===== config.mk =====
export PLATFORM = sky130hd
export DESIGN_NAME = scc_sync_ctrl
export DESIGN_NICKNAME = d
export VERILOG_FILES = /design/src/scc_pkg.sv /design/src/scc_sync_ctrl.sv
export SDC_FILE = /design/constraint.sdc
export NUM_CORES = 1
export LEC_CHECK = 0
export BUFFER_PORTS_ARGS = -buffer_cell sky130_fd_sc_hd__buf_2
export CAP_MARGIN = 5
export CORE_MARGIN = 3
export CORE_UTILIZATION = 54
export DETAILED_ROUTE_END_ITERATION = 8
export PLACE_DENSITY = 0.76
export SETUP_SLACK_MARGIN = 0.4
export SYNTH_ARGS = -nofsm -noshare
export SYNTH_HDL_FRONTEND = slang
export SYNTH_SLANG_ARGS = --single-unit
export TNS_END_PERCENT = 5

===== constraint.sdc =====
create_clock -name sys_clk -period 3.1 [get_ports sys_clk]
set_input_delay 0.62 -clock sys_clk [delete_from_list [all_inputs] [get_ports sys_clk]]
set_output_delay 0.62 -clock sys_clk [all_outputs]
set_load 0.005 [all_outputs]

===== src/scc_pkg.sv =====
package scc_pkg;

  // ------------------------------------------------------------
  // Register indices; byte address is four times the index
  // ------------------------------------------------------------
  localparam logic [6:0] REG_CLK_CTRL    = 7'h03;
  localparam logic [6:0] REG_HS_POL      = 7'h12;
  localparam logic [6:0] REG_VS_CTRL     = 7'h14;
  localparam logic [6:0] REG_VS_WIDTH    = 7'h15;
  localparam logic [6:0] REG_CLAMP_CTRL  = 7'h18;
  localparam logic [6:0] REG_CLAMP_POL   = 7'h1B;
  localparam logic [6:0] REG_SLEEP_CTRL  = 7'h1E;
  localparam logic [6:0] REG_REGEN_LINE_SYNC_OUT_WIDTH = 7'h40;
  localparam logic [6:0] REG_REGEN_LINE_SYNC_OUT_CTRL  = 7'h41;
  localparam logic [6:0] REG_FRAME_SYNC_OUT_CTRL  = 7'h42;
  localparam logic [6:0] REG_CLAMP_DELAY = 7'h43;
  localparam logic [6:0] REG_CLAMP_DUR   = 7'h44;
  localparam logic [6:0] REG_STATUS      = 7'h45;

  // ------------------------------------------------------------
  // Field positions
  // ------------------------------------------------------------
  localparam int BIT_EXT_CLK     = 2;
  localparam int BIT_POL_MANUAL  = 1;
  localparam int BIT_POL_LEVEL   = 0;
  localparam int POS_HS_POL      = 4;
  localparam int POS_VS_POL      = 4;
  localparam int BIT_VS_OVERRIDE = 3;
  localparam int POS_COAST_POL   = 6;
  localparam int BIT_CLAMP_EXT   = 4;
  localparam int POS_CLAMP_POL   = 6;
  localparam int BIT_SLEEP_MAN   = 4;
  localparam int BIT_SLEEP_REG   = 3;
  localparam int BIT_SLEEP_POL   = 2;
  localparam int BIT_OUT_POL     = 0;
  localparam int BIT_VS_SEPARATE = 1;

  // ------------------------------------------------------------
  // Reset values
  // ------------------------------------------------------------
  localparam logic [7:0] RST_ZERO        = 8'h00;
  localparam logic [7:0] RST_CLAMP_CTRL  = 8'hC0;
  localparam logic [7:0] RST_REGEN_LINE_SYNC_OUT_WIDTH = 8'h20;
  localparam logic [7:0] RST_REGEN_LINE_SYNC_OUT_CTRL  = 8'h01;
  localparam logic [7:0] RST_FRAME_SYNC_OUT_CTRL  = 8'h01;
  localparam logic [7:0] RST_CLAMP_DELAY = 8'h04;
  localparam logic [7:0] RST_CLAMP_DUR   = 8'h10;
  localparam logic [1:0] STRAP_WAIT      = 2'h3;

  // Input index order for synchronisers and polarity detectors
  localparam int IN_HS    = 0;
  localparam int IN_VS    = 1;
  localparam int IN_CLAMP = 2;
  localparam int IN_COAST = 3;
  localparam int IN_SLEEP = 4;
  localparam int IN_STRAP = 5;
  localparam int N_IN     = 6;
  localparam int N_POL    = 4;

  typedef enum logic [1:0] {CL_IDLE, CL_DELAY, CL_ON} scc_clamp_type;

  typedef struct packed {
    logic        cyc;
    logic        stb;
    logic        we;
    logic [8:0]  adr;
    logic [3:0]  sel;
    logic [31:0] dat;
  } scc_wb_req_type;

  typedef struct packed {
    logic        ack;
    logic [31:0] dat;
  } scc_wb_rsp_type;

endpackage


===== src/scc_sync_ctrl.sv =====
`timescale 1ns/1ps
module scc_sync_ctrl
  import scc_pkg::*;
#(
  parameter int          POL_CNT_W  = 10,
  parameter logic [3:0]  POL_DIV    = 4'hF,
  parameter logic [15:0] VSEP_MIN   = 16'h0100
) (
  input  wire logic           sys_clk,
  input  wire logic           srst,
  input  wire scc_wb_req_type wbReq,
  output scc_wb_rsp_type      wbRsp,
  input  wire logic           lineSyncIn,
  input  wire logic           frameSyncIn,
  input  wire logic           clampIn,
  input  wire logic           holdoverIn,
  input  wire logic           sleep_pin,
  input  wire logic           frameSyncPinIn,
  output logic                frame_sync_out,
  output logic                frameSyncOe,
  output logic                regen_line_sync_out,
  output logic                addr_lsb_strap,
  output logic                clampActive,
  output logic                pllHoldover,
  output logic                extClkSelect,
  output logic                sleepActive
);

  // ------------------------------------------------------------
  // State
  // ------------------------------------------------------------
  typedef struct packed {
    logic [7:0]                    clkCtrl;
    logic [7:0]                    hsPol;
    logic [7:0]                    vsCtrl;
    logic [7:0]                    vsWidth;
    logic [7:0]                    clampCtrl;
    logic [7:0]                    clampPol;
    logic [7:0]                    sleepCtrl;
    logic [7:0]                    hsoutWidth;
    logic [7:0]                    hsoutCtrl;
    logic [7:0]                    vsoutCtrl;
    logic [7:0]                    clampDelay;
    logic [7:0]                    clampDur;
    logic                          ack;
    logic [7:0]                    rdData;
    logic [N_IN-1:0]               meta;
    logic [N_IN-1:0]               sync;
    logic [N_POL-1:0][POL_CNT_W-1:0] polCnt;
    logic [3:0]                    divCnt;
    logic                          hsPrev;
    logic                          vsPrev;
    logic [7:0]                    hsoutCnt;
    logic                          hsoutOn;
    scc_clamp_type                 clampState;
    logic [7:0]                    clampCnt;
    logic [15:0]                   sepCnt;
    logic                          sepOn;
    logic                          vsoutOn;
    logic [7:0]                    vsoutCnt;
    logic [1:0]                    strapCnt;
    logic                          strapDone;
    logic                          strap;
    logic                          lineOut;
    logic                          frameOut;
    logic                          clampOut;
    logic                          holdOut;
    logic                          extClkOut;
    logic                          sleepOut;
  } scc_state_type;

  scc_state_type s_q;
  scc_state_type s_d;

  logic [N_IN-1:0]  pinVec;
  logic [N_POL-1:0] autoActive;
  logic [N_POL-1:0] activeLvl;
  logic [N_POL-1:0] actIn;
  logic             polTick;
  logic             hsLead;
  logic             hsTrail;
  logic             vsSrc;
  logic             vsSrcPrev;
  logic             vsLead;
  logic             vsTrail;
  logic             sleepPinAct;
  logic             busHit;
  logic [6:0]       regIdx;
  logic [7:0]       rdMux;

  // ------------------------------------------------------------
  // Pin vector and bus decode
  // ------------------------------------------------------------
  assign pinVec = {frameSyncPinIn, sleep_pin, holdoverIn, clampIn, frameSyncIn, lineSyncIn};
  assign regIdx = wbReq.adr[8:2];
  assign busHit = wbReq.cyc & wbReq.stb & ~s_q.ack;
  assign polTick = (s_q.divCnt == POL_DIV);

  // ------------------------------------------------------------
  // Polarity choice per line, frame, clamp and coast input: manual level or majority-based guess
  // ------------------------------------------------------------
  // Active level is the minority level, since sync pulses are short
  genvar gi;
  generate
    for (gi = 0; gi < N_POL; gi++) begin : g_pol
      logic [1:0] field;
      if (gi == IN_HS) begin : g_hs
        assign field = s_q.hsPol[POS_HS_POL +: 2];
      end else if (gi == IN_VS) begin : g_vs
        assign field = s_q.vsCtrl[POS_VS_POL +: 2];
      end else if (gi == IN_CLAMP) begin : g_cl
        assign field = s_q.clampPol[POS_CLAMP_POL +: 2];
      end else begin : g_co
        assign field = s_q.clampCtrl[POS_COAST_POL +: 2];
      end
      assign autoActive[gi] = s_q.polCnt[gi][POL_CNT_W-1];
      assign activeLvl[gi]  = field[BIT_POL_MANUAL] ? field[BIT_POL_LEVEL]
                                                    : autoActive[gi];
      assign actIn[gi]      = ~(s_q.sync[gi] ^ activeLvl[gi]);
    end
  endgenerate

  // ------------------------------------------------------------
  // Edge detectors and frame source
  // ------------------------------------------------------------
  assign hsLead  = actIn[IN_HS] & ~s_q.hsPrev;
  assign hsTrail = ~actIn[IN_HS] & s_q.hsPrev;
  assign vsSrc   = s_q.vsoutCtrl[BIT_VS_SEPARATE] ? s_q.sepOn : actIn[IN_VS];
  assign vsSrcPrev = s_q.vsPrev;
  assign vsLead  = vsSrc & ~vsSrcPrev;
  assign vsTrail = ~vsSrc & vsSrcPrev;
  assign sleepPinAct = ~(s_q.sync[IN_SLEEP] ^ s_q.sleepCtrl[BIT_SLEEP_POL]);

  // ------------------------------------------------------------
  // Register read mux
  // ------------------------------------------------------------
  always_comb begin
    unique case (regIdx)
      REG_CLK_CTRL:    rdMux = s_q.clkCtrl;
      REG_HS_POL:      rdMux = s_q.hsPol;
      REG_VS_CTRL:     rdMux = s_q.vsCtrl;
      REG_VS_WIDTH:    rdMux = s_q.vsWidth;
      REG_CLAMP_CTRL:  rdMux = s_q.clampCtrl;
      REG_CLAMP_POL:   rdMux = s_q.clampPol;
      REG_SLEEP_CTRL:  rdMux = s_q.sleepCtrl;
      REG_REGEN_LINE_SYNC_OUT_WIDTH: rdMux = s_q.hsoutWidth;
      REG_REGEN_LINE_SYNC_OUT_CTRL:  rdMux = s_q.hsoutCtrl;
      REG_FRAME_SYNC_OUT_CTRL:  rdMux = s_q.vsoutCtrl;
      REG_CLAMP_DELAY: rdMux = s_q.clampDelay;
      REG_CLAMP_DUR:   rdMux = s_q.clampDur;
      REG_STATUS:      rdMux = {s_q.strap, s_q.sleepOut, s_q.holdOut, s_q.clampOut,
                                activeLvl};
      default:         rdMux = RST_ZERO;
    endcase
  end

  // ------------------------------------------------------------
  // Next state
  // ------------------------------------------------------------
  always_comb begin
    s_d = s_q;

    // ------------------------------------------------------------
    // Bus slave: one wait state, unmapped reads give zero
    // ------------------------------------------------------------
    s_d.ack = busHit;
    if (busHit) begin
      s_d.rdData = wbReq.we ? RST_ZERO : rdMux;
    end
    if (busHit && wbReq.we && wbReq.sel[0]) begin
      unique case (regIdx)
        REG_CLK_CTRL:    s_d.clkCtrl    = wbReq.dat[7:0];
        REG_HS_POL:      s_d.hsPol      = wbReq.dat[7:0];
        REG_VS_CTRL:     s_d.vsCtrl     = wbReq.dat[7:0];
        REG_VS_WIDTH:    s_d.vsWidth    = wbReq.dat[7:0];
        REG_CLAMP_CTRL:  s_d.clampCtrl  = wbReq.dat[7:0];
        REG_CLAMP_POL:   s_d.clampPol   = wbReq.dat[7:0];
        REG_SLEEP_CTRL:  s_d.sleepCtrl  = wbReq.dat[7:0];
        REG_REGEN_LINE_SYNC_OUT_WIDTH: s_d.hsoutWidth = wbReq.dat[7:0];
        REG_REGEN_LINE_SYNC_OUT_CTRL:  s_d.hsoutCtrl  = wbReq.dat[7:0];
        REG_FRAME_SYNC_OUT_CTRL:  s_d.vsoutCtrl  = wbReq.dat[7:0];
        REG_CLAMP_DELAY: s_d.clampDelay = wbReq.dat[7:0];
        REG_CLAMP_DUR:   s_d.clampDur   = wbReq.dat[7:0];
        default:         s_d.rdData     = RST_ZERO;
      endcase
    end

    // ------------------------------------------------------------
    // Two-flop synchronisers on every pin
    // ------------------------------------------------------------
    s_d.meta = pinVec;
    s_d.sync = s_q.meta;

    // ------------------------------------------------------------
    // Majority counters, sampled on a slow enable
    // ------------------------------------------------------------
    s_d.divCnt = polTick ? 4'h0 : s_q.divCnt + 4'h1;
    if (polTick) begin
      for (int i = 0; i < N_POL; i++) begin
        if (s_q.sync[i] && s_q.polCnt[i] != {1'b0, {(POL_CNT_W-1){1'b1}}}) begin
          s_d.polCnt[i] = s_q.polCnt[i] + {{(POL_CNT_W-1){1'b0}}, 1'b1};
        end else if (!s_q.sync[i] && s_q.polCnt[i] != {1'b1, {(POL_CNT_W-1){1'b0}}}) begin
          s_d.polCnt[i] = s_q.polCnt[i] - {{(POL_CNT_W-1){1'b0}}, 1'b1};
        end
      end
    end

    s_d.hsPrev = actIn[IN_HS];
    s_d.vsPrev = vsSrc;

    // ------------------------------------------------------------
    // Regenerated line sync: restarts on each leading edge
    // ------------------------------------------------------------
    if (hsLead) begin
      s_d.hsoutOn  = (s_q.hsoutWidth != RST_ZERO);
      s_d.hsoutCnt = s_q.hsoutWidth;
    end else if (s_q.hsoutOn) begin
      s_d.hsoutCnt = s_q.hsoutCnt - 8'h01;
      s_d.hsoutOn  = (s_q.hsoutCnt > 8'h01);
    end
    s_d.lineOut = ~(s_d.hsoutOn ^ s_q.hsoutCtrl[BIT_OUT_POL]);

    // ------------------------------------------------------------
    // Internal clamp timer, restarted by every trailing edge
    // ------------------------------------------------------------
    // Restart per line, so a missed edge costs one line only
    if (hsTrail) begin
      s_d.clampState = (s_q.clampDelay == RST_ZERO) ? CL_ON : CL_DELAY;
      s_d.clampCnt   = (s_q.clampDelay == RST_ZERO) ? s_q.clampDur : s_q.clampDelay;
    end else begin
      unique case (s_q.clampState)
        CL_IDLE: s_d.clampCnt = RST_ZERO;
        CL_DELAY: begin
          s_d.clampCnt = s_q.clampCnt - 8'h01;
          if (s_q.clampCnt == 8'h01) begin
            s_d.clampState = CL_ON;
            s_d.clampCnt   = s_q.clampDur;
          end
        end
        CL_ON: begin
          s_d.clampCnt = s_q.clampCnt - 8'h01;
          if (s_q.clampCnt <= 8'h01) begin
            s_d.clampState = CL_IDLE;
          end
        end
      endcase
    end
    if (s_q.clampCtrl[BIT_CLAMP_EXT]) begin
      s_d.clampOut = actIn[IN_CLAMP];
    end else begin
      s_d.clampOut = (s_d.clampState == CL_ON) && (s_d.clampCnt != RST_ZERO);
    end

    // ------------------------------------------------------------
    // Frame sync separated from composite line input
    // ------------------------------------------------------------
    if (actIn[IN_HS]) begin
      if (s_q.sepCnt != VSEP_MIN) begin
        s_d.sepCnt = s_q.sepCnt + 16'h0001;
      end
      s_d.sepOn = (s_q.sepCnt == VSEP_MIN);
    end else begin
      s_d.sepCnt = 16'h0000;
      s_d.sepOn  = 1'b0;
    end

    // ------------------------------------------------------------
    // Frame sync width from source or counted in lines
    // ------------------------------------------------------------
    if (s_q.vsCtrl[BIT_VS_OVERRIDE]) begin
      if (vsLead) begin
        s_d.vsoutOn  = (s_q.vsWidth != RST_ZERO);
        s_d.vsoutCnt = s_q.vsWidth;
      end else if (s_q.vsoutOn && hsLead) begin
        s_d.vsoutCnt = s_q.vsoutCnt - 8'h01;
        s_d.vsoutOn  = (s_q.vsoutCnt > 8'h01);
      end
    end else begin
      s_d.vsoutOn  = vsLead | (s_q.vsoutOn & ~vsTrail);
      s_d.vsoutCnt = RST_ZERO;
    end
    s_d.frameOut = ~(s_d.vsoutOn ^ s_q.vsoutCtrl[BIT_OUT_POL]);

    // ------------------------------------------------------------
    // Clock source and holdover are decoded apart
    // ------------------------------------------------------------
    s_d.extClkOut = s_q.clkCtrl[BIT_EXT_CLK];
    s_d.holdOut   = actIn[IN_COAST];

    // ------------------------------------------------------------
    // Manual sleep only when selected
    // ------------------------------------------------------------
    s_d.sleepOut = s_q.sleepCtrl[BIT_SLEEP_MAN] &
                   (s_q.sleepCtrl[BIT_SLEEP_REG] | sleepPinAct);

    // ------------------------------------------------------------
    // Strap: pin left undriven until synchroniser has settled
    // ------------------------------------------------------------
    if (!s_q.strapDone) begin
      if (s_q.strapCnt == STRAP_WAIT) begin
        s_d.strap     = s_q.sync[IN_STRAP];
        s_d.strapDone = 1'b1;
      end else begin
        s_d.strapCnt = s_q.strapCnt + 2'h1;
      end
    end
  end

  // ------------------------------------------------------------
  // Registers
  // ------------------------------------------------------------
  always_ff @(posedge sys_clk) begin
    if (srst) begin
      s_q            <= '0;
      s_q.clampCtrl  <= RST_CLAMP_CTRL;
      s_q.hsoutWidth <= RST_REGEN_LINE_SYNC_OUT_WIDTH;
      s_q.hsoutCtrl  <= RST_REGEN_LINE_SYNC_OUT_CTRL;
      s_q.vsoutCtrl  <= RST_FRAME_SYNC_OUT_CTRL;
      s_q.clampDelay <= RST_CLAMP_DELAY;
      s_q.clampDur   <= RST_CLAMP_DUR;
      s_q.clampState <= CL_IDLE;
      // Auto polarity starts active high: idle-low pins give no false edge
      s_q.polCnt     <= {N_POL{{1'b1, {(POL_CNT_W-1){1'b0}}}}};
      s_q.lineOut    <= 1'b0;
    end else begin
      s_q <= s_d;
    end
  end

  // ------------------------------------------------------------
  // Outputs
  // ------------------------------------------------------------
  assign wbRsp.ack           = s_q.ack;
  assign wbRsp.dat           = {24'h00_0000, s_q.rdData};
  assign frame_sync_out      = s_q.frameOut;
  assign frameSyncOe         = s_q.strapDone;
  assign regen_line_sync_out = s_q.lineOut;
  assign addr_lsb_strap      = s_q.strap;
  assign clampActive         = s_q.clampOut;
  assign pllHoldover         = s_q.holdOut;
  assign extClkSelect        = s_q.extClkOut;
  assign sleepActive         = s_q.sleepOut;

endmodule


==> flow_metrics.py <==
metrics = {
    "die": {
        "die_h_um": 149,
        "die_w_um": 149,
        "die_area_mm2": 0.0223,
        "core_area_mm2": 0.0198,
        "start_util_pct": 55.9,
        "io-pin-count": 97,
        "rows": 51,
    },
    "global_routing": {
        "grt_pass1_vias": 8971,
        "track_usage_pct": 24.1,
        "grt_max_degree": 107,
        "grt_pass1_wl_um": 44800,
        "antenna_found_initial": 0,
        "grt.overflow.total": 0,
    },
    "timing": {
        "hold_viol": 0,
        "fin_tns_setup_ns": 0,
        "fin_crit_sh_pct": 91.1,
        "timing.fmax_ghz": 0.354,
        "rsz0062_at_grt": "yes",
        "maxSlewHeadroom_pct": 47.5,
        "setup_viol": 0,
        "drv_slew": 0,
        "worst_pin_slew_ns": 0.787,
        "skew_ns": 0.0111,
        "fin_crit_ns": 2.82,
    },
    "route": {
        "post-route-drc-count": 0,
        "routed.top_layer": "met4",
        "wl_met2_um": 12700,
        "first_iter_violations": 860,
        "avgRoutedWirePerCell_um": 16.2,
        "viasPerCell": 5.75,
        "routed_wl_um": 27400,
        "vias": 9722,
        "drtPass1Iterations": 6,
        "wl_met1_um": 12000,
        "met3_length_um": 1800,
        "ant_nets": 0,
    },
    "cells_and_area": {
        "layout.cells.non_filler": 1690,
        "n_fill_cell": 1660,
        "layout_commonest_cell": "nand2_1",
        "final_cell_mix": "198 x nand2_1, 189 x dfxtp_1, 151 x nor2_1",
        "antenna_cells": 0,
        "register_area_mm2": 0.00441,
        "area_delta_synth_final_pct": 16.0,
        "fin_nets": 1511,
        "drive_gt1_share_pct": 15.6,
        "multi_input_area_mm2": 0.00638,
        "final_area_mm2": 0.0129,
    },
    "logic_synthesis": {
        "synth-seq-area-share_pct": 39.3,
        "synth_cells": 1339,
        "synth_top_flop_cell": "dfxtp_1",
        "syn_area_per_cell_um2": 8.29,
        "synth-simple-area-share_pct": 24.4,
        "yosysUniqueCellTypes": 64,
        "synth_compound_gate_area_share_pct": 15.2,
        "synth_top_family_by_area": "simple AND/OR/NAND/NOR gates",
        "synthAdderAreaFrac_pct": 5.68,
        "yosys_warnings": 0,
        "netlist_area_mm2": 0.0111,
        "yosys-mux-area-fraction_pct": 4.47,
        "ys_ff_latch": 218,
        "synthXorXnorAreaFrac_pct": 5.53,
        "synthArstFlopShare_pct": 0,
        "synth_edf_count": 0,
    },
    "clock_tree": {
        "cts_tree": "built",
        "cts.sinks": 218,
        "htree_levels": 1,
        "numCtsBuffers": 24,
        "cts_root_buffer": "clkbuf_16",
        "clk_latency_ns": 0.51,
        "cts_buffer_depth": 3,
        "clkTransAtPathRegs_ns": 0.06,
    },
    "critical_path": {
        "worstPathCellList": "nand4b_1 > o31ai_4 > buf_4 > buf_4 > ha_4 > nand3_1 > o211ai_1 > o41ai_2 > o21a_1 > xor2_1 > nor3_1 > or3b_4",
        "end_kind": "register",
        "slowest_delay_ns": 0.40,
        "cp.required_ns": 3.48,
        "r2r-start": "autoActive[0]",
        "crit_arrival_ns": 3.20,
        "cp-startpoint": "autoActive[0]",
        "cp_common_cell": "buf_4",
        "critPathMaxFanout": 5,
        "cp_slowest_cell": "o41ai_2",
        "startpoint_type": "register",
        "critPathKind": "reg2reg",
    },
    "power_and_ir_drop": {
        "worst_ir_drop_vdd_mv": 0.391,
        "pwr_density_cell_mw_per_mm2": 490,
        "p_leak_nw": 5.05,
        "finalPower_w": 0.00630,
    },
    "place": {
        "gp_congestion": 0.929,
        "port_buffers": 43,
        "dpl_cell_area_mm2": 0.0117,
        "place_inst": 1614,
        "dpl.hpwl_um": 18700,
    },
    "status": {
        "status": "finished clean",
    },
    "worst_hold_path": {
        "hold_path.class": "in2reg",
        "hold_path_startpoint": "frameSyncPinIn",
    },
    "run": {
        "cap_violations": 0,
    },
}
## worst max-delay path, delay by kind of cell, from the launching register on
kind,cells,cell delay [ns]
flops,1,0.32
compound gates,4,1.01
fa+ha+maj,1,0.21
xor+xnor,1,0.18
buf+inv,2,0.25
simple gates,4,0.73
## metrics by stage
step / worst slack, ns / util, % / hold slack (ns)
after detailed placement: 0.0656 / 58.7 / 0.428
after CTS: 0.318 / 64.7 / 0.306
after floorplan: 0.252 / - / 0.414
final: 0.277 / 64.9 / 0.318
after global routing: 0.0785 / 64.9 / 0.323
after global placement: 0.142 / 58.7 / 0.422
## path summary, 6_finish.rpt
check                   to  slack [ns]  depth (start not counted)
min               s_d[106]        0.32                          2
max reg2reg  autoActive[0]        0.28                         12
max          autoActive[0]        0.28                         12
min reg2reg       s_q[104]        0.44                          1
## kinds of logic (layout without fill, tap and decap cells)
| group | Yosys count | in the layout |
|---|---|---|
| AND/OR/NAND/NOR | 560 | 560 |
| AO/OA/AOI/OAI | 271 | 271 |
| flip-flops | 218 | 218 |
| buffers and inverters | 122 | 185 |
| XOR/XNOR | 70 | 70 |
| multiplexers | 49 | 49 |
| adder cells (fa/ha/maj) | 48 | 48 |
| other | 1 | 24 |
## routing by layer
layer  up-vias  GRT usage (%)
met2       331           39.6
met3        67           3.37
met1      4524           32.7
met5         -              0
met4         0           8.10
li1       4800              -
## area by class of cell
cell class / count / share of cell area [%]
multi-input combinational: 1022 / 49.5
sequential: 218 / 34.3
timing repair buffer: 113 / 5.93
clock buffer: 33 / 5.56
tap: 265 / 2.58
clock inverter: 11 / 1.33
inverter: 28 / 0.816
## flip-flops by register name (all words and copies together) (netlist names), 4 cells and up
register	count
s_d	7
g_pol.field	8
wbRsp	9
autoActive	4
s_q	181
## power by group
part           switching, W  internal, W  total [W]
clock network       0.00115      0.00195    0.00310
registers         0.0000265      0.00283    0.00286
logic              0.000212     0.000128   0.000340
total               0.00139      0.00492    0.00630
## cells in the mapped netlist (5+ instances only)
library cell	number	area, um^2
nand3b_1	9	67.6
or3_1	6	37.5
o41ai_1	8	70.1
or4_1	8	60.1
nor2b_1	25	156
o31ai_1	5	37.5
o211ai_1	8	60.1
buf_4	33	248
inv_1	28	105
nand2_1	198	743
nor4_1	16	100
xor2_1	24	210
o21ai_0	30	150
xnor2_1	46	403
nand4_1	14	87.6
buf_2	8	40.0
nand4b_1	10	87.6
and3_1	6	37.5
nor3_1	22	110
dfxtp_1	218	4360
mux2i_1	47	470
nor3b_1	6	45.0
a21o_1	5	37.5
nor4b_1	8	70.1
nor2_1	151	567
clkbuf_1	50	188
a22oi_1	34	255
ha_1	44	551
a222oi_1	8	80.1
and2_1	13	81.3
a211oi_1	10	75.1
a21oi_1	133	666
nand3_1	41	205
## what timing repair did
action | CTS | global route
hold buffers | 0 | 0
gates resized for setup | 26 | 8
endpoints found under the setup margin | 9 | 14
pin swaps | 22 | 8
buffers inserted | 29 | 3
cloned | 0 | 0
Power figures use the tool's default switching activity.
